File: config.mk
export PLATFORM = sky130hd
export DESIGN_NAME = dvr_volume_bank
export DESIGN_NICKNAME = d
export VERILOG_FILES = /design/src/dvr_pkg.sv /design/src/dvr_volume_bank.sv
export SDC_FILE = /design/constraint.sdc
export NUM_CORES = 1
export LEC_CHECK = 0
export ABC_AREA = 1
export BUFFER_PORTS_ARGS = -buffer_cell sky130_fd_sc_hd__buf_2
export CAP_MARGIN = 20
export CORE_MARGIN = 2
export CORE_UTILIZATION = 45
export DETAILED_ROUTE_END_ITERATION = 12
export PLACE_DENSITY = 0.67
export SLEW_MARGIN = 0
export SYNTH_ARGS = -nofsm -noshare
export SYNTH_HDL_FRONTEND = slang
export SYNTH_SLANG_ARGS = --single-unit
File: constraint.sdc
create_clock -name REF_CLK_I -period 4.7 [get_ports REF_CLK_I]
set_input_delay 0.235 -clock REF_CLK_I [delete_from_list [all_inputs] [get_ports REF_CLK_I]]
set_output_delay 0.235 -clock REF_CLK_I [all_outputs]
set_load 0.1 [all_outputs]
File: src/dvr_pkg.sv
// constants, field layouts and state carrier for the dac volume register bank
// assumes a single 100 MHz clock domain shared by every user of the package
package dvr_pkg;

  ////////////////////////////////////////////////////////////////////////////
  // control word layout
  localparam int WORD_W = 16;
  localparam int ADDR_W = 7;
  localparam int DATA_W = 9;
  localparam int ATTEN_W = 8;
  localparam int UPDATE_BIT = 8;
  localparam int NUM_CH = 8;

  ////////////////////////////////////////////////////////////////////////////
  // register addresses
  localparam logic [6:0] ADDR_CH1_LEFT = 7'h00;
  localparam logic [6:0] ADDR_CH1_RIGHT = 7'h01;
  localparam logic [6:0] ADDR_MIX_MUTE = 7'h02;
  localparam logic [6:0] ADDR_AUDIO_FMT = 7'h03;
  localparam logic [6:0] ADDR_CH2_LEFT = 7'h04;
  localparam logic [6:0] ADDR_CH2_RIGHT = 7'h05;
  localparam logic [6:0] ADDR_CH3_LEFT = 7'h06;
  localparam logic [6:0] ADDR_CH3_RIGHT = 7'h07;
  localparam logic [6:0] ADDR_ALL_CH = 7'h08;
  localparam logic [6:0] ADDR_DEEMPH_MUTE = 7'h09;
  localparam logic [6:0] ADDR_RATE_PWR = 7'h0a;
  localparam logic [6:0] ADDR_MUTE_PIN = 7'h0c;
  localparam logic [6:0] ADDR_CH4_LEFT = 7'h0d;
  localparam logic [6:0] ADDR_CH4_RIGHT = 7'h0e;
  localparam logic [6:0] ADDR_CH4_CTRL = 7'h0f;
  localparam logic [6:0] ADDR_SOFT_RESET = 7'h1f;

  ////////////////////////////////////////////////////////////////////////////
  // reset values
  localparam logic [7:0] ATTEN_DEFAULT = 8'hff;
  localparam logic [7:0] ATTEN_MUTE_CODE = 8'h00;
  localparam logic [8:0] MIX_MUTE_RESET = 9'h120;
  localparam logic [8:0] AUDIO_FMT_RESET = 9'h000;
  localparam logic [8:0] DEEMPH_MUTE_RESET = 9'h000;
  localparam logic [8:0] RATE_PWR_RESET = 9'h080;
  localparam logic [8:0] MUTE_PIN_RESET = 9'h000;
  localparam logic [8:0] CH4_CTRL_RESET = 9'h000;

  ////////////////////////////////////////////////////////////////////////////
  // timing: software reset holds for this many reference clock periods
  localparam logic [1:0] SOFT_RESET_CYCLES = 2'h2;

  ////////////////////////////////////////////////////////////////////////////
  // types
  typedef logic [ATTEN_W-1:0] dvr_atten_t;

  typedef struct packed {
    logic [ADDR_W-1:0] addr;
    logic [DATA_W-1:0] data;
  } dvr_word_t;

  typedef struct packed {
    logic [8:0] mix_mute;
    logic [8:0] audio_fmt;
    logic [8:0] deemph_mute;
    logic [8:0] rate_pwr;
    logic [8:0] mute_pin;
    logic [8:0] ch4_ctrl;
  } dvr_misc_t;

  typedef struct packed {
    dvr_atten_t [NUM_CH-1:0] pend;
    dvr_atten_t [NUM_CH-1:0] act;
    logic [NUM_CH-1:0] mute;
    dvr_misc_t misc;
    logic soft_rst;
    logic [1:0] soft_cnt;
    logic [2:0] run_sync;
    logic run;
  } dvr_state_t;

endpackage

File: src/dvr_volume_bank.sv
// register bank of an eight channel dac: double-buffered attenuation,
// master attenuation, soft reset and the remaining control registers
// assumes control words arrive already deserialised on the reference clock;
// master clock presence arrives as an asynchronous level on a pin
`timescale 1ns/10ps
`default_nettype none

module dvr_volume_bank
  import dvr_pkg::*;
#(
  parameter int CHANNELS = NUM_CH
) (
  // clock and reset
  input wire logic REF_CLK_I,
  input wire logic NRST_I,
  // control word from the serial receiver
  input wire logic CTRL_WR_I,
  input wire logic [WORD_W-1:0] CTRL_WORD_I,
  // master clock presence pin
  input wire logic MCLK_RUN_I,
  // attenuation applied to the outputs
  output logic [CHANNELS*ATTEN_W-1:0] ACTIVE_ATTEN_O,
  output logic [CHANNELS*ATTEN_W-1:0] PENDING_ATTEN_O,
  output logic [CHANNELS-1:0] CH_MUTE_O,
  // other control registers
  output logic [DATA_W-1:0] MIX_MUTE_O,
  output logic [DATA_W-1:0] AUDIO_FMT_O,
  output logic [DATA_W-1:0] DEEMPH_MUTE_O,
  output logic [DATA_W-1:0] RATE_PWR_O,
  output logic [DATA_W-1:0] MUTE_PIN_O,
  output logic [DATA_W-1:0] CH4_CTRL_O,
  // status
  output logic SOFT_RESET_O,
  output logic MCLK_RUN_O
);

  ////////////////////////////////////////////////////////////////////////////
  // reset image of the whole state

  function automatic dvr_state_t reset_image();
    dvr_state_t r;
    r = '0;
    for (int i = 0; i < NUM_CH; i++) begin
      r.pend[i] = ATTEN_DEFAULT;
      r.act[i] = ATTEN_DEFAULT;
    end
    r.misc.mix_mute = MIX_MUTE_RESET;
    r.misc.audio_fmt = AUDIO_FMT_RESET;
    r.misc.deemph_mute = DEEMPH_MUTE_RESET;
    r.misc.rate_pwr = RATE_PWR_RESET;
    r.misc.mute_pin = MUTE_PIN_RESET;
    r.misc.ch4_ctrl = CH4_CTRL_RESET;
    return r;
  endfunction

  ////////////////////////////////////////////////////////////////////////////
  // state

  dvr_state_t s;
  dvr_state_t next_s;
  dvr_word_t word;
  dvr_state_t defaults;
  logic ch_hit;
  logic [2:0] ch_idx;

  assign word = CTRL_WORD_I;
  assign defaults = reset_image();

  // address to channel slot: left/right pairs in order ch1..ch4
  always_comb begin
    ch_hit = 1'b1;
    ch_idx = 3'h0;
    if (word.addr == ADDR_CH1_LEFT) begin
      ch_idx = 3'h0;
    end else if (word.addr == ADDR_CH1_RIGHT) begin
      ch_idx = 3'h1;
    end else if (word.addr == ADDR_CH2_LEFT) begin
      ch_idx = 3'h2;
    end else if (word.addr == ADDR_CH2_RIGHT) begin
      ch_idx = 3'h3;
    end else if (word.addr == ADDR_CH3_LEFT) begin
      ch_idx = 3'h4;
    end else if (word.addr == ADDR_CH3_RIGHT) begin
      ch_idx = 3'h5;
    end else if (word.addr == ADDR_CH4_LEFT) begin
      ch_idx = 3'h6;
    end else if (word.addr == ADDR_CH4_RIGHT) begin
      ch_idx = 3'h7;
    end else begin
      ch_hit = 1'b0;
    end
  end

  ////////////////////////////////////////////////////////////////////////////
  // next state

  always_comb begin
    next_s = s;
    // first stage feeds only the shift; the run level moves when stages two and three agree
    next_s.run_sync = {s.run_sync[1:0], MCLK_RUN_I};
    if (s.run_sync[1] == s.run_sync[2]) begin
      next_s.run = s.run_sync[2];
    end

    // soft reset timeout
    if (s.soft_rst) begin
      if (s.soft_cnt <= 2'h1) begin
        next_s.soft_rst = 1'b0;
        next_s.soft_cnt = 2'h0;
      end else begin
        next_s.soft_cnt = s.soft_cnt - 2'h1;
      end
    end

    if (CTRL_WR_I) begin
      // any write other than a soft reset ends a running soft reset and is itself applied; a soft reset write restarts it
      next_s.soft_rst = 1'b0;
      next_s.soft_cnt = 2'h0;
      if (word.addr == ADDR_SOFT_RESET) begin
        next_s.pend = defaults.pend;
        next_s.act = defaults.act;
        next_s.misc = defaults.misc;
        next_s.soft_rst = 1'b1;
        next_s.soft_cnt = SOFT_RESET_CYCLES;
      end else if (ch_hit) begin
        next_s.pend[ch_idx] = word.data[ATTEN_W-1:0];
      end else if (word.addr == ADDR_ALL_CH) begin
        for (int i = 0; i < NUM_CH; i++) begin
          next_s.pend[i] = word.data[ATTEN_W-1:0];
        end
      end else if (word.addr == ADDR_MIX_MUTE) begin
        next_s.misc.mix_mute = word.data;
      end else if (word.addr == ADDR_AUDIO_FMT) begin
        next_s.misc.audio_fmt = word.data;
      end else if (word.addr == ADDR_DEEMPH_MUTE) begin
        next_s.misc.deemph_mute = word.data;
      end else if (word.addr == ADDR_RATE_PWR) begin
        next_s.misc.rate_pwr = word.data;
      end else if (word.addr == ADDR_MUTE_PIN) begin
        next_s.misc.mute_pin = word.data;
      end else if (word.addr == ADDR_CH4_CTRL) begin
        next_s.misc.ch4_ctrl = word.data;
      end
      // update flag carries every latch across in the same edge, including this write
      if ((ch_hit || word.addr == ADDR_ALL_CH) && word.data[UPDATE_BIT]) begin
        next_s.act = next_s.pend;
      end
    end

    // no master clock: volume falls back to 0 dB; host must rewrite afterwards
    if (!s.run) begin
      next_s.pend = defaults.pend;
      next_s.act = defaults.act;
    end

    for (int i = 0; i < NUM_CH; i++) begin
      next_s.mute[i] = (next_s.act[i] == ATTEN_MUTE_CODE);
    end
  end

  always_ff @(posedge REF_CLK_I) begin
    if (!NRST_I) begin
      s <= reset_image();
    end else begin
      s <= next_s;
    end
  end

  ////////////////////////////////////////////////////////////////////////////
  // outputs, all taken from the state register

  assign ACTIVE_ATTEN_O = s.act;
  assign PENDING_ATTEN_O = s.pend;
  assign CH_MUTE_O = s.mute;
  assign MIX_MUTE_O = s.misc.mix_mute;
  assign AUDIO_FMT_O = s.misc.audio_fmt;
  assign DEEMPH_MUTE_O = s.misc.deemph_mute;
  assign RATE_PWR_O = s.misc.rate_pwr;
  assign MUTE_PIN_O = s.misc.mute_pin;
  assign CH4_CTRL_O = s.misc.ch4_ctrl;
  assign SOFT_RESET_O = s.soft_rst;
  assign MCLK_RUN_O = s.run;

endmodule

`default_nettype wire

# Yosys cells after proc, flatten, opt, wreduce, memory -nomap -nowiden
# Cells that the tools add are included.
[word_totals]
out_inout_bits = 192
romBits = 0
wordCells = 125
latch_bits = 0
reg_bits = 197
mem_count = 0
ramBits = 0
[classes]
n_lt_le_gt_ge = 3
bitwise = 0
div = 0
reduce_logical = 26
eq_ne = 23
muxes = 45
mul = 0
shifts = 0
addsub = 1
[ops]
columns = ["cell", "n"]
rows = [
  ["$mux 64", 7],
  ["$mux 54", 3],
  ["$bwmux 64", 1],
  ["$logic_not 8->1", 8],
  ["$mux 9", 7],
  ["$eq 7x4->1 const B", 7],
  ["$mux 45", 1],
  ["$mux 36", 1],
  ["$mux 3", 11],
  ["$eq 7x3->1 const B", 4],
  ["$mux 27", 1],
  ["$demux 8 s3", 1],
  ["$mux 18", 1],
  ["$eq 7x2->1 const B", 2],
  ["$reduce_bool 2->1", 7],
  ["$ne 2x2->1 const B", 6],
  ["$mux 1", 9],
  ["$reduce_and 9->1", 1],
  ["$mux 8", 1],
  ["$reduce_and 8->1", 1],
  ["$eq 7x1->1 const B", 1],
  ["$eq 7x5->1 const B", 1],
  ["$logic_not 7->1", 1],
  ["$reduce_and 7->1", 1],
  ["13 further kinds", 14],
]

# Depth between registers and ports, before layout
# Gate-level depths: netlist of run 1.
[logic_depth]
depth_word = 20
ltp_mapped = 18

# Worst setup path after synthesis of run 1
# No wires, ideal clock.
[synth_path]
path_type = "register to register"
start = "register s (netlist bit MCLK_RUN_O)"
end = "register s (netlist bit ACTIVE_ATTEN_O[0])"
setup_slack_ns = 2.439
setup_time_ns = 0.134
path_stages_with_launch = 6
synth_period_minus_slack_ns = 2.261
required_ns = 4.566
arrival_ns = 2.127
cell_sequence = "dfxtp_1 -> nand2_1 -> inv_1 -> clkbuf_1 -> clkbuf_1 -> nand3_1"
[synth_via]
elab_chain_len = 1
[synth_rtl]
columns = ["element", "line_no", "text"]
rows = [
  ["start, declared", "dvr_volume_bank.sv:59", "dvr_state_t s;"],
  ["start signal, assigned", "dvr_volume_bank.sv:163", "s <= reset_image();"],
  ["start signal, assigned", "dvr_volume_bank.sv:165", "s <= next_s;"],
  ["$mux 64", "dvr_volume_bank.sv:151", "if (!s.run) begin"],
]
# Every way passes these cells.
# A chain may end at the register's enable or synchronous reset.

# Worst setup path in the final report of run 1
[layout_path]
start = "input CTRL_WORD_I[13]"
end = "register s (netlist bit CH_MUTE_O[5])"
[layout_via]
elab_chain_len = 20
[layout_rtl]
columns = ["element", "line_no", "text"]
rows = [
  ["start, declared", "dvr_volume_bank.sv:18", "input wire logic [WORD_W-1:0] CTRL_WORD_I,"],
  ["$eq 7x4->1", "dvr_volume_bank.sv:87", "end else if (word.addr == ADDR_CH4_RIGHT) begin"],
  ["$mux 3", "dvr_volume_bank.sv:87", ""],
  ["$mux 3", "dvr_volume_bank.sv:85", "end else if (word.addr == ADDR_CH4_LEFT) begin"],
  ["$mux 3", "dvr_volume_bank.sv:83", "end else if (word.addr == ADDR_CH3_RIGHT) begin"],
  ["$mux 3", "dvr_volume_bank.sv:81", "end else if (word.addr == ADDR_CH3_LEFT) begin"],
  ["$mux 3", "dvr_volume_bank.sv:79", "end else if (word.addr == ADDR_CH2_RIGHT) begin"],
  ["$mux 3", "dvr_volume_bank.sv:77", "end else if (word.addr == ADDR_CH2_LEFT) begin"],
  ["$mux 3", "dvr_volume_bank.sv:75", "end else if (word.addr == ADDR_CH1_RIGHT) begin"],
  ["[4 not listed]", "--", ""],
  ["$demux 8 s3", "dvr_volume_bank.sv:126", "next_s.pend[ch_idx] = word.data[ATTEN_W-1:0];"],
  ["$bwmux 64", "dvr_volume_bank.sv:126", ""],
  ["$mux 64", "dvr_volume_bank.sv:125", "end else if (ch_hit) begin"],
  ["$mux 64", "dvr_volume_bank.sv:119", "if (word.addr == ADDR_SOFT_RESET) begin"],
  ["$mux 64 (*)", "dvr_volume_bank.sv:145", "if ((ch_hit || word.addr == ADDR_ALL_CH) && word.data[UPDATE_BIT]) begin"],
  ["$mux 64 (*)", "dvr_volume_bank.sv:115", "if (CTRL_WR_I) begin"],
  ["$mux 64 (*)", "dvr_volume_bank.sv:151", ""],
  ["$logic_not 8->1 (*)", "dvr_volume_bank.sv:157", "next_s.mute[i] = (next_s.act[i] == ATTEN_MUTE_CODE);"],
]
# Every way passes the cells marked *; elsewhere a longest branch is shown, timed or not.

==> results.md, run 1 <==
* Status: complete, no violations
* Clk_skew at 0.0146 ns
* Max Clk Rate at about 330 MHz
* Synth cell types at 32
* CP arrival at 3.42 ns
* Antenna violations before repair at 0
* CTS tree: built
* Hold buffers post-CTS at 1
* Root Driver: clkbuf_16
* Via count at 11800
* HP Class: input port to register
* Via density per instance at 5.34
* Relative slew slack at 27.9%
* Fin util at roughly 47%
* Port bufs at 211
* # H-tree levels at 4
* Main flop type after synthesis: dfxtp_1
* Reg power frac at 47.1%
* Setup ws final at 1.67 ns
* Net Sw Frac at 30.1%
* Syn_nets at 1925
* Setup tns final at 0 ns
* FP Rows at 59
* Top delay family on crit path: simple AND/OR/NAND/NOR gates
* Seq/Total Area, Yosys at 33.1%
* Worst-skew pair later-pin latency at 0.45 ns
* First-pass GRT wire length at between 50000 and 60000 µm
* Peak supply drop at 0.179 mV
* Pleak at 6.36 nW
* Dpl cell area at 11600 µm²
* Critical path peak fanout at 45
* Clk sinks at a little under 200
* Critical Path Sink Type: register
* Die X at roughly 170 µm
* Max cap viols at 0
* Pint at 0.00248 W
* Commonest non-fill, non-tap cell in the layout: nand2_1
* Die Y at roughly 170 µm
* Combinational share of power at 8.9%
* Period utilization at roughly 64%
* Routed Antenna Nets at 0
* Wire per inst at 17.9 µm
* Antenna Cells at 0
* Pins Over Slew Limit at 0
* Slowest stage cell, crit path: nor2_8
* Final Net Count at 1878
* Slew of the pin with the lowest slew margin at 1.08 ns
* Setup crit start kind: input port
* Most frequent cells in the layout: 557 x nand2_1, 211 x buf_2, 202 x nor2_1
* Number of cells on the critical path at 18
* I/O pin total at 212
* Power per cell area at 289 nW/µm²
* Syn_area_per_cell at between 6 and 7 µm²
* FF-to-FF path depth at 4
* Yosys reg bits at 197
* FF-to-FF End: ACTIVE_ATTEN_O[4]
* Post-cts resize count at 0
* CP max stage delay at 0.52 ns
* Largest net degree at the start of global routing at ~150
* Total routed wirelength at 39500 µm
* Core area at approximately 26000 µm²
* Overall routing resource usage at 27.4%
* CP Capture Point: CH_MUTE_O[5]
* Top cell type's share of synthesized area at between 30% and 40%
* RSZ-0062 raised after global routing: no
* GRT overflow at 0
* Critical Path, Cell by Cell: buf_2, inv_2, nand2_1, nor2_4, nand2_2, nand2_2, nor2_8, nand2_2, buf_4, nand2_1, nand2_1, nor2_1, nand2_1, nand2_1, nand2_1, nor2_1, nand2_1, nor2_1
* Share of layout cells above drive strength 1 at ~16%
* Drt first-iter violations at roughly 1300
* Post CTS Setup Buffer Count at 0
* Clock Power Share at 44.0%
* Fillers at 2784
* Setup CP Type: input port to register
* DR DRC count at 0
* Drt pass-1 iters at 6
* Fin. Hold Viols at 0
* CP Launch Point: CTRL_WORD_I[13]
* Buffer depth of the longest clock path at 2
* Setup WS pre-CTS at 1.36 ns
* Final HPWL DP at 27900 µm
* Sw Pwr at 0.00107 W
* Number of CTS-inserted buffers at 17
* Number of global-route vias before repair at 10700
* Crit path time final at just over 3 ns
* Initial core utilization at 45.8%
* Cell area after synthesis at roughly 12000 µm²
* P&R area growth vs syn at 3.09%
* Number of flops mapped to enable cells by yosys at 0
* Crit path buf inv count at 3
* Req. time, crit path at 5.09 ns
* Dominant cells by area after synthesis: dfxtp_1 33%, nand2_1 18%, buf_4 12%, a21oi_1 7.9%, o21ai_0 7.0%
* Reg2reg start: MCLK_RUN_O
* Synth Instances at 1905
* Most used cell, CP: nand2_1
* Die area at 27800 µm²
* FFs w/ async S/R, synth at 0%
* Reg-to-reg slack, setup at ~2.4 ns
* Area leader, netlist: dfxtp_1
* GP Congestion at 0.943
* Post-route cell area at 12300 µm²
* Endpoints failing setup at 0
* Clk slew on worst S/H paths at 0.08 ns
* Yosys warning count at 0
-- worst reg2reg max path, delay by kind of cell, from the launching register on --
kind	cells	cell delay (ns)
buf+inv	2	0.96
flops	1	0.36
simple gates	2	0.80
-- synthesized netlist by cell type, types with 4 or more instances --
library cell / n
nand4_1: 11
buf_2: 22
o211ai_1: 6
inv_2: 18
dfxtp_1: 197
nand2_1: 558
nand3_1: 122
nand2_2: 6
nor2_1: 202
a21oi_1: 189
buf_4: 197
buf_1: 8
o21ai_1: 4
clkbuf_1: 63
o21ai_0: 166
inv_1: 112
-- flip-flops by register name, summed over array words and instances, names as in the netlist --
name,cells
MUTE_PIN_O,9
AUDIO_FMT_O,9
next_s,2
s,3
MIX_MUTE_O,9
ACTIVE_ATTEN_O,64
CH_MUTE_O,8
MCLK_RUN_O,1
RATE_PWR_O,9
PENDING_ATTEN_O,64
CH4_CTRL_O,9
SOFT_RESET_O,1
DEEMPH_MUTE_O,9
-- metrics by stage --
step | instances | power (W) | hold slack, ns
finish | 2206 | 0.00355 | 0.121
global route | 2206 | 0.00366 | 0.169
floorplan | 1905 | 0.00195 | 0.333
CTS | 2206 | 0.00356 | 0.115
detailed placement | 2173 | 0.00202 | 0.416
global placement | 2173 | 0.00202 | 0.403
-- cells by family (layout without fill, tap and decap cells) --
logic type             count (synthesis)  in the layout  share of synthesized area [%]
AO/OA/AOI/OAI                        370            370                           15.8
XOR/XNOR                               1              1                         0.0736
flip-flops                           197            197                           33.1
AND/OR/NAND/NOR                      912            912                           31.0
buffers and inverters                425            391                           20.0
-- per-layer routing --
metal / GRT usage (%) / vias to the layer above / routed length, µm
li1: - / 5807 / -
met1: 34.4 / 5301 / 16100
met2: 43.9 / 564 / 17600
met3: 4.99 / 107 / 3430
met4: 16.5 / 0 / 2360
met5: 0 / - / 0
-- final cells by class --
| type | count | area [µm²] | share of cell area (%) |
|---|---|---|---|
| multi-input cells | 1283 | 5580 | 45.5 |
| flip-flops and latches | 197 | 3940 | 32.1 |
| repair buffers | 227 | 1200 | 9.81 |
| inverters | 132 | 500 | 4.08 |
| clock buffers | 17 | 425 | 3.47 |
| well taps | 335 | 419 | 3.42 |
| clock inverters | 15 | 201 | 1.64 |
-- power groups by stage --
| stage | logic [W] | clock network, W | registers (W) |
|---|---|---|---|
| after CTS | 0.000310 | 0.00157 | 0.00167 |
| after global placement | 0.000304 | 0 | 0.00171 |
| after floorplan | 0.000232 | 0 | 0.00171 |
| after detailed placement | 0.000308 | 0 | 0.00171 |
| after global routing | 0.000347 | 0.00163 | 0.00168 |
| final | 0.000316 | 0.00156 | 0.00167 |
-- how the worst min path moves through the flow --
stage	cells past startpoint	slack (ns)	to	from
6_report	3	0.12	MIX_MUTE_O[5]	CTRL_WORD_I[5]
5_1_grt	3	0.17	MIX_MUTE_O[5]	CTRL_WORD_I[5]
4_1_cts	3	0.11	MIX_MUTE_O[5]	CTRL_WORD_I[5]
3_5_place_dp	2	0.42	next_s[3]	next_s[2]
3_3_place_gp	2	0.40	next_s[3]	next_s[2]
2_1_floorplan	2	0.33	next_s[2]	MCLK_RUN_I
No activity file was read; power rests on OpenSTA's default activity.
==> run 2: changes to the inputs <==
--- a/config.mk
+++ b/config.mk
@@ -11,7 +11,7 @@
 export CORE_MARGIN = 2
 export CORE_UTILIZATION = 45
 export DETAILED_ROUTE_END_ITERATION = 12
-export PLACE_DENSITY = 0.67
+export PLACE_DENSITY = 0.69
 export SLEW_MARGIN = 0
 export SYNTH_ARGS = -nofsm -noshare
 export SYNTH_HDL_FRONTEND = slang
==> constraint.sdc (replaced) <==
create_clock -name REF_CLK_I -period 2.78 [get_ports REF_CLK_I]
set_input_delay 0.139 -clock REF_CLK_I [delete_from_list [all_inputs] [get_ports REF_CLK_I]]
set_output_delay 0.139 -clock REF_CLK_I [all_outputs]
set_load 0.1 [all_outputs]
==> results.md, run 2 (synthesis results as in run 1) <==
* Post CTS Setup Buffer Count at 0
* Number of global-route vias before repair at 10900
* Commonest non-fill, non-tap cell in the layout: nand2_1
* Setup CP Type: input port to register
* Final HPWL DP at roughly 29000 µm
* Setup crit start kind: input port
* GRT overflow at 0
* Root Driver: clkbuf_16
* CTS tree: built
* Period utilization at 78.6%
* Peak supply drop at 0.421 mV
* # H-tree levels at 4
* FF-to-FF path depth at 10
* Pins Over Slew Limit at 0
* Final Net Count at 1902
* Setup tns final at 0 ns
* Worst-skew pair later-pin latency at 0.47 ns
* Status: complete, no violations
* Die area at roughly 28000 µm²
* Largest net degree at the start of global routing at 85
* Port bufs at 211
* Die Y at around 170 µm
* HP Class: input port to register
* Reg-to-reg slack, setup at 0.92 ns
* DR DRC count at 0
* Relative slew slack at 50.7%
* Share of layout cells above drive strength 1 at 16.9%
* CP Capture Point: CH_MUTE_O[3]
* Clk slew on worst S/H paths at 0.09 ns
* Routed Antenna Nets at 0
* Clk_skew at 0.0138 ns
* Drt first-iter violations at 1475
* P&R area growth vs syn at 5.45%
* Slew of the pin with the lowest slew margin at ~0.74 ns
* First-pass GRT wire length at roughly 63000 µm
* Buffer depth of the longest clock path at 2
* GP Congestion at 0.935
* FP Rows at 59
* Endpoints failing setup at 0
* Post-cts resize count at 0
* CP arrival at approximately 2.6 ns
* Reg2reg start: PENDING_ATTEN_O[48]
* Via count at 12100
* Number of CTS-inserted buffers at 17
* FF-to-FF End: CH_MUTE_O[6]
* RSZ-0062 raised after global routing: no
* Power per cell area at 492 nW/µm²
* Drt pass-1 iters at 6
* Total routed wirelength at 40600 µm
* Setup ws final at a little under 0.6 ns
* Clk sinks at between 150 and 200
* Wire per inst at 18.2 µm
* Crit path time final at 2.19 ns
* Max cap viols at 0
* Multi-input gate area at roughly 5600 µm²
* Setup WS pre-CTS at 0.239 ns
* Initial core utilization at ~46%
* Max Clk Rate at 457 MHz
* Antenna violations before repair at 1
* I/O pin total at around 210
* Core area at 26000 µm²
* Critical path peak fanout at 19
* Pleak at between 6 and 7 nW
* Fillers at around 2700
* Via density per instance at 5.44
* Hold buffers post-CTS at 1
* Critical Path Sink Type: register
* Req. time, crit path at 3.18 ns
* Most frequent cells in the layout: 557 x nand2_1, 211 x buf_2, 202 x nor2_1
* Register area at 3940 µm²
* Fin. Hold Viols at 0
* CP Launch Point: CTRL_WORD_I[13]
* Die X at between 150 and 200 µm
* Overall routing resource usage at 28.3%
## run 2: cell types whose count changed in the layout (fill, tap and decap cells not counted), moves of 2 or more
cell / before / now
inv_8: 4 / 2
inv_12: 2 / 4
inv_16: 0 / 3
buf_4: 13 / 32
buf_12: 2 / 7
## run 2: cell type report
cell class | count | area share (%)
flip-flops and latches | 197 | 31.4
well taps | 335 | 3.34
repair buffers | 251 | 11.5
clock inverters | 15 | 1.89
clock buffers | 17 | 3.39
inverters | 132 | 3.99
diodes | 1 | 0.0199
multi-input cells | 1283 | 44.4
## run 2: power by group
group          switching, W  total, W  internal [W]
combinational      0.000417  0.000555      0.000138
clock               0.00149   0.00279       0.00130
sequential       0.00000459   0.00283       0.00283
total               0.00191   0.00618       0.00426
## run 2: worst min-delay path by stage
stage,from,end,depth (start not counted)
2_1_floorplan,MCLK_RUN_I,next_s[2],2
3_3_place_gp,MCLK_RUN_I,next_s[2],3
3_5_place_dp,MCLK_RUN_I,next_s[2],3
4_1_cts,CTRL_WORD_I[8],MIX_MUTE_O[8],3
5_1_grt,CTRL_WORD_I[8],MIX_MUTE_O[8],3
6_report,CTRL_WORD_I[5],MIX_MUTE_O[5],3
## run 2: critical path, cell delays in order
cell     delay, ns
buf_2         0.11
inv_2         0.07
nand2_1       0.09
nor2_4        0.24
nand3_1       0.23
buf_4         0.28
nand2_1       0.08
nand2_1       0.05
nand3_1       0.08
nand2_1       0.07
nor2_1        0.40
nand2_1       0.09
nand2_1       0.08
nand2_1       0.06
nor2_1        0.25
nand2_1       0.13
nor2_1        0.12
## run 2: through the flow
step	hold WS, ns	total power [W]	area (µm²)	util (%)	instances
floorplan	0.237	0.00329	11900	-	1905
global placement	0.328	0.00343	11900	45.7	2197
detailed placement	0.333	0.00344	11900	45.7	2197
CTS	0.0133	0.00618	12600	48.3	2230
global route	0.0590	0.00636	12600	48.3	2231
finish	0.0253	0.00618	12600	48.3	2231
## run 2: layer usage
metal | vias to the layer above | GRT usage (%) | wire, µm
li1 | 5854 | - | -
met2 | 655 | 44.2 | 18000
met5 | - | 0 | 0
met3 | 97 | 6.15 | 4040
met4 | 0 | 13.7 | 1890
met1 | 5529 | 37.2 | 16700
==> run 3: changes to the inputs <==
--- a/config.mk
+++ b/config.mk
@@ -5,13 +5,13 @@
 export SDC_FILE = /design/constraint.sdc
 export NUM_CORES = 1
 export LEC_CHECK = 0
-export ABC_AREA = 1
+export ABC_AREA = 0
 export BUFFER_PORTS_ARGS = -buffer_cell sky130_fd_sc_hd__buf_2
 export CAP_MARGIN = 20
 export CORE_MARGIN = 2
 export CORE_UTILIZATION = 45
 export DETAILED_ROUTE_END_ITERATION = 12
-export PLACE_DENSITY = 0.69
+export PLACE_DENSITY = 0.68
 export SLEW_MARGIN = 0
 export SYNTH_ARGS = -nofsm -noshare
 export SYNTH_HDL_FRONTEND = slang
==> constraint.sdc (replaced) <==
create_clock -name REF_CLK_I -period 2.2 [get_ports REF_CLK_I]
set_input_delay 0.11 -clock REF_CLK_I [delete_from_list [all_inputs] [get_ports REF_CLK_I]]
set_output_delay 0.11 -clock REF_CLK_I [all_outputs]
set_load 0.1 [all_outputs]
==> results.md, run 3 <==
* Synth Instances at 1190
* Largest net degree at the start of global routing at 88
* Critical path peak fanout at 10
* Die X at approximately 150 µm
* Yosys warning count at 0
* Post CTS Setup Buffer Count at 0
* Initial core utilization at 45.3%
* First-pass GRT wire length at 44500 µm
* Fin util at 48.6%
* Clk slew on worst S/H paths at around 0.070 ns
* Die Y at 154 µm
* Cell area after synthesis at 10200 µm²
* Status: complete, no violations
* Max Clk Rate at roughly 490 MHz
* Mux share of post-synthesis cell area at ~8.9%
* GP Congestion at 0.891
* Combinational family with the most area after synthesis: simple AND/OR/NAND/NOR gates
* Final Net Count at 1229
* Reg power frac at 50.2%
* Worst-skew pair later-pin latency at roughly 0.43 ns
* Yosys reg bits at 197
* Combinational share of power at 5.6%
* Antenna violations before repair at 0
* Commonest non-fill, non-tap cell in the layout: buf_2
* Buffer depth of the longest clock path at 2
* HP Class: input port to register
* Req. time, crit path at 2.55 ns
* Wire per inst at 19.4 µm
* Overall routing resource usage at between 20% and 30%
* FP Rows at 55
* Area leader, netlist: dfxtp_1
* Seq/Total Area, Yosys at 38.8%
* Slowest stage cell, crit path: dlygate4sd3_1
* Via density per instance at about 5.5
* Syn_nets at 1210
* Fin cells at 1507
* Pins Over Slew Limit at 0
* Die area at 23800 µm²
* GRT overflow at 0
* Setup crit start kind: input port
* Drt pass-1 iters at 5
* Endpoint, Worst Hold: PENDING_ATTEN_O[60]
* Clock Power Share at 44.2%
* Reg-to-reg slack, setup at 0.47 ns
* Setup WS pre-CTS at -0.0110 ns
* Pleak at 4.47 nW
* Setup tns final at 0 ns
* Setup ws final at ~0.18 ns
* Number of CTS-inserted buffers at 17
* Peak supply drop at 0.425 mV
* # H-tree levels at 4
* Min-delay src: CTRL_WORD_I[4]
* Endpoints failing setup at 0
* FF-to-FF path depth at 5
* Most frequent cells in the layout: 211 x buf_2, 196 x dfxtp_1, 160 x nand2_1
* Fillers at around 2200
* Antenna Cells at 0
* Post-synthesis compound-gate area fraction at around an eighth
* CP max stage delay at approximately 0.53 ns
* Final HPWL DP at 20200 µm
* Clk_skew at 0.00805 ns
* Crit path buf inv count at 3
* RSZ-0062 raised after global routing: no
* Sw Pwr at around 0.0018 W
* Slew of the pin with the lowest slew margin at 0.754 ns
* Number of flops mapped to enable cells by yosys at 0
* CP arrival at 2.37 ns
* Main flop type after synthesis: dfxtp_1
* Share of layout cells above drive strength 1 at 28.3%
* Crit path time final at 2.02 ns
* Port bufs at between 200 and 250
* FFs w/ async S/R, synth at 0%
* Critical Path, Cell by Cell: dlygate4sd3_1, buf_2, nand2_1, a311oi_2, and2_2, buf_4, nand2_1, a222oi_1, nor4b_2
* Via count at a little over 8000
* Top cells by count, synth: 197 x dfxtp_1, 193 x buf_4, 160 x nand2_1, 72 x o22ai_1, 71 x mux2i_1
* FF-to-FF End: CH_MUTE_O[1]
* Setup CP Type: input port to register
* Most used cell, CP: nand2_1
* Clk sinks at 197
* Post-Synth Simple-Gate Area at 20.5%
* Drt first-iter violations at 812
* Critical Path Sink Type: register
* CTS tree: built
* Root Driver: clkbuf_16
* Period utilization at 91.9%
* Reg2reg start: PENDING_ATTEN_O[8]
* Count leader, synth: dfxtp_1
* P&R area growth vs syn at 7.15%
* Syn_area_per_cell at 8.55 µm²
* Top cell type's share of synthesized area at 38.8%
* Share of synthesized cell area in full adder, half adder and majority cells at 0%
* Total routed wirelength at 29300 µm
* I/O pin total at approximately 210
* Synth Area in XOR/XNOR at less than 1%
* Pint at 0.00531 W
* Routed Antenna Nets at 0
* Max cap viols at 0
* Power per cell area at 652 nW/µm²
* Net Sw Frac at 25.3%
* Relative slew slack at 49.4%
* Dominant cells by area after synthesis: dfxtp_1 39%, buf_4 14%, mux2i_1 7.0%, nand2_1 5.9%, o22ai_1 4.4%
* Fin. Hold Viols at 0
* Synth cell types at 77
* Top delay family on crit path: buffers and inverters
* Dpl cells at approximately 1500
* Hold path depth at 3
* Number of global-route vias before repair at 7631
* Core area at 22400 µm²
* DR DRC count at 0
run 3: changes by cell type in the layout (fill, tap and decap cells not counted), sizes merged, moves of 17 or more:
| cell | delta |
|---|---|
| nand2 | -403 |
| a21oi | -168 |
| nor2 | -144 |
| inv | -126 |
| o21ai | -112 |
| nand3 | -101 |
| o22ai | +72 |
| mux2i | +71 |
| nor2b | +55 |
| buf | +22 |
| nor3 | +20 |
| mux2 | +17 |
run 3: cells by family (layout without fill, tap and decap cells):
logic type / count (synthesis) / after routing
compound gates: 208 / 208
xor+xnor: 4 / 4
buf+inv: 283 / 315
flops: 197 / 197
mux: 88 / 88
simple gates: 410 / 410
run 3: power by group through the flow:
| stage | logic (W) | registers [W] | clock network [W] |
|---|---|---|---|
| 3_5_place_dp | 0.000387 | 0.00366 | 0 |
| 2_1_floorplan | 0.000246 | 0.00366 | 0 |
| 3_3_place_gp | 0.000384 | 0.00366 | 0 |
| 5_1_grt | 0.000417 | 0.00357 | 0.00334 |
| 6_report | 0.000398 | 0.00357 | 0.00314 |
| 4_1_cts | 0.000391 | 0.00357 | 0.00321 |
run 3: what timing repair did:
action                                  4_1_cts  5_1_grt
endpoints found under the setup margin        0        1
endpoints found under the hold margin         2        0
gates resized for setup                       0        1
hold buffers                                  2        0
run 3: worst register-to-register path, delay by kind of cell (launching register included):
family | cells | cell delay [ns]
AOI/OAI and AO/OA | 2 | 0.21
DFF | 1 | 0.34
and+or+nand+nor | 3 | 1.12
run 3: per-stage QoR:
step,hold WS (ns),power (W),area [µm²]
4_1_cts,0.101,0.00717,10900
3_5_place_dp,0.321,0.00404,10300
5_1_grt,0.142,0.00733,10900
6_report,0.126,0.00711,10900
2_1_floorplan,0.237,0.00390,10200
3_3_place_gp,0.318,0.00404,10300
run 3: how the worst max path moves through the flow:
stage	start	endpoint	depth (start not counted)
final	CTRL_WORD_I[8]	CH_MUTE_O[7]	9
after global routing	CTRL_WORD_I[8]	CH_MUTE_O[7]	9
after CTS	CTRL_WORD_I[8]	CH_MUTE_O[7]	9
after detailed placement	CTRL_WORD_I[15]	CH_MUTE_O[1]	7
after global placement	CTRL_WORD_I[15]	CH_MUTE_O[1]	7
after floorplan	MCLK_RUN_O	CH_MUTE_O[2]	5
run 3: area by class of cell:
type,instances,area [µm²],share of cell area (%)
multi-input cells,710,4390,40.2
flip-flops and latches,197,3950,36.2
repair buffers,274,1580,14.5
clock buffers,18,429,3.94
well taps,285,357,3.27
clock inverters,14,163,1.49
inverters,9,33.8,0.310
run 3: per-layer routing:
layer	GRT usage [%]	up-vias	wire length, µm
met3	4.62	45	2180
met5	0	-	0
met4	6.97	0	547
met1	32.9	3910	13200
met2	38.2	351	13400
li1	-	3961	-
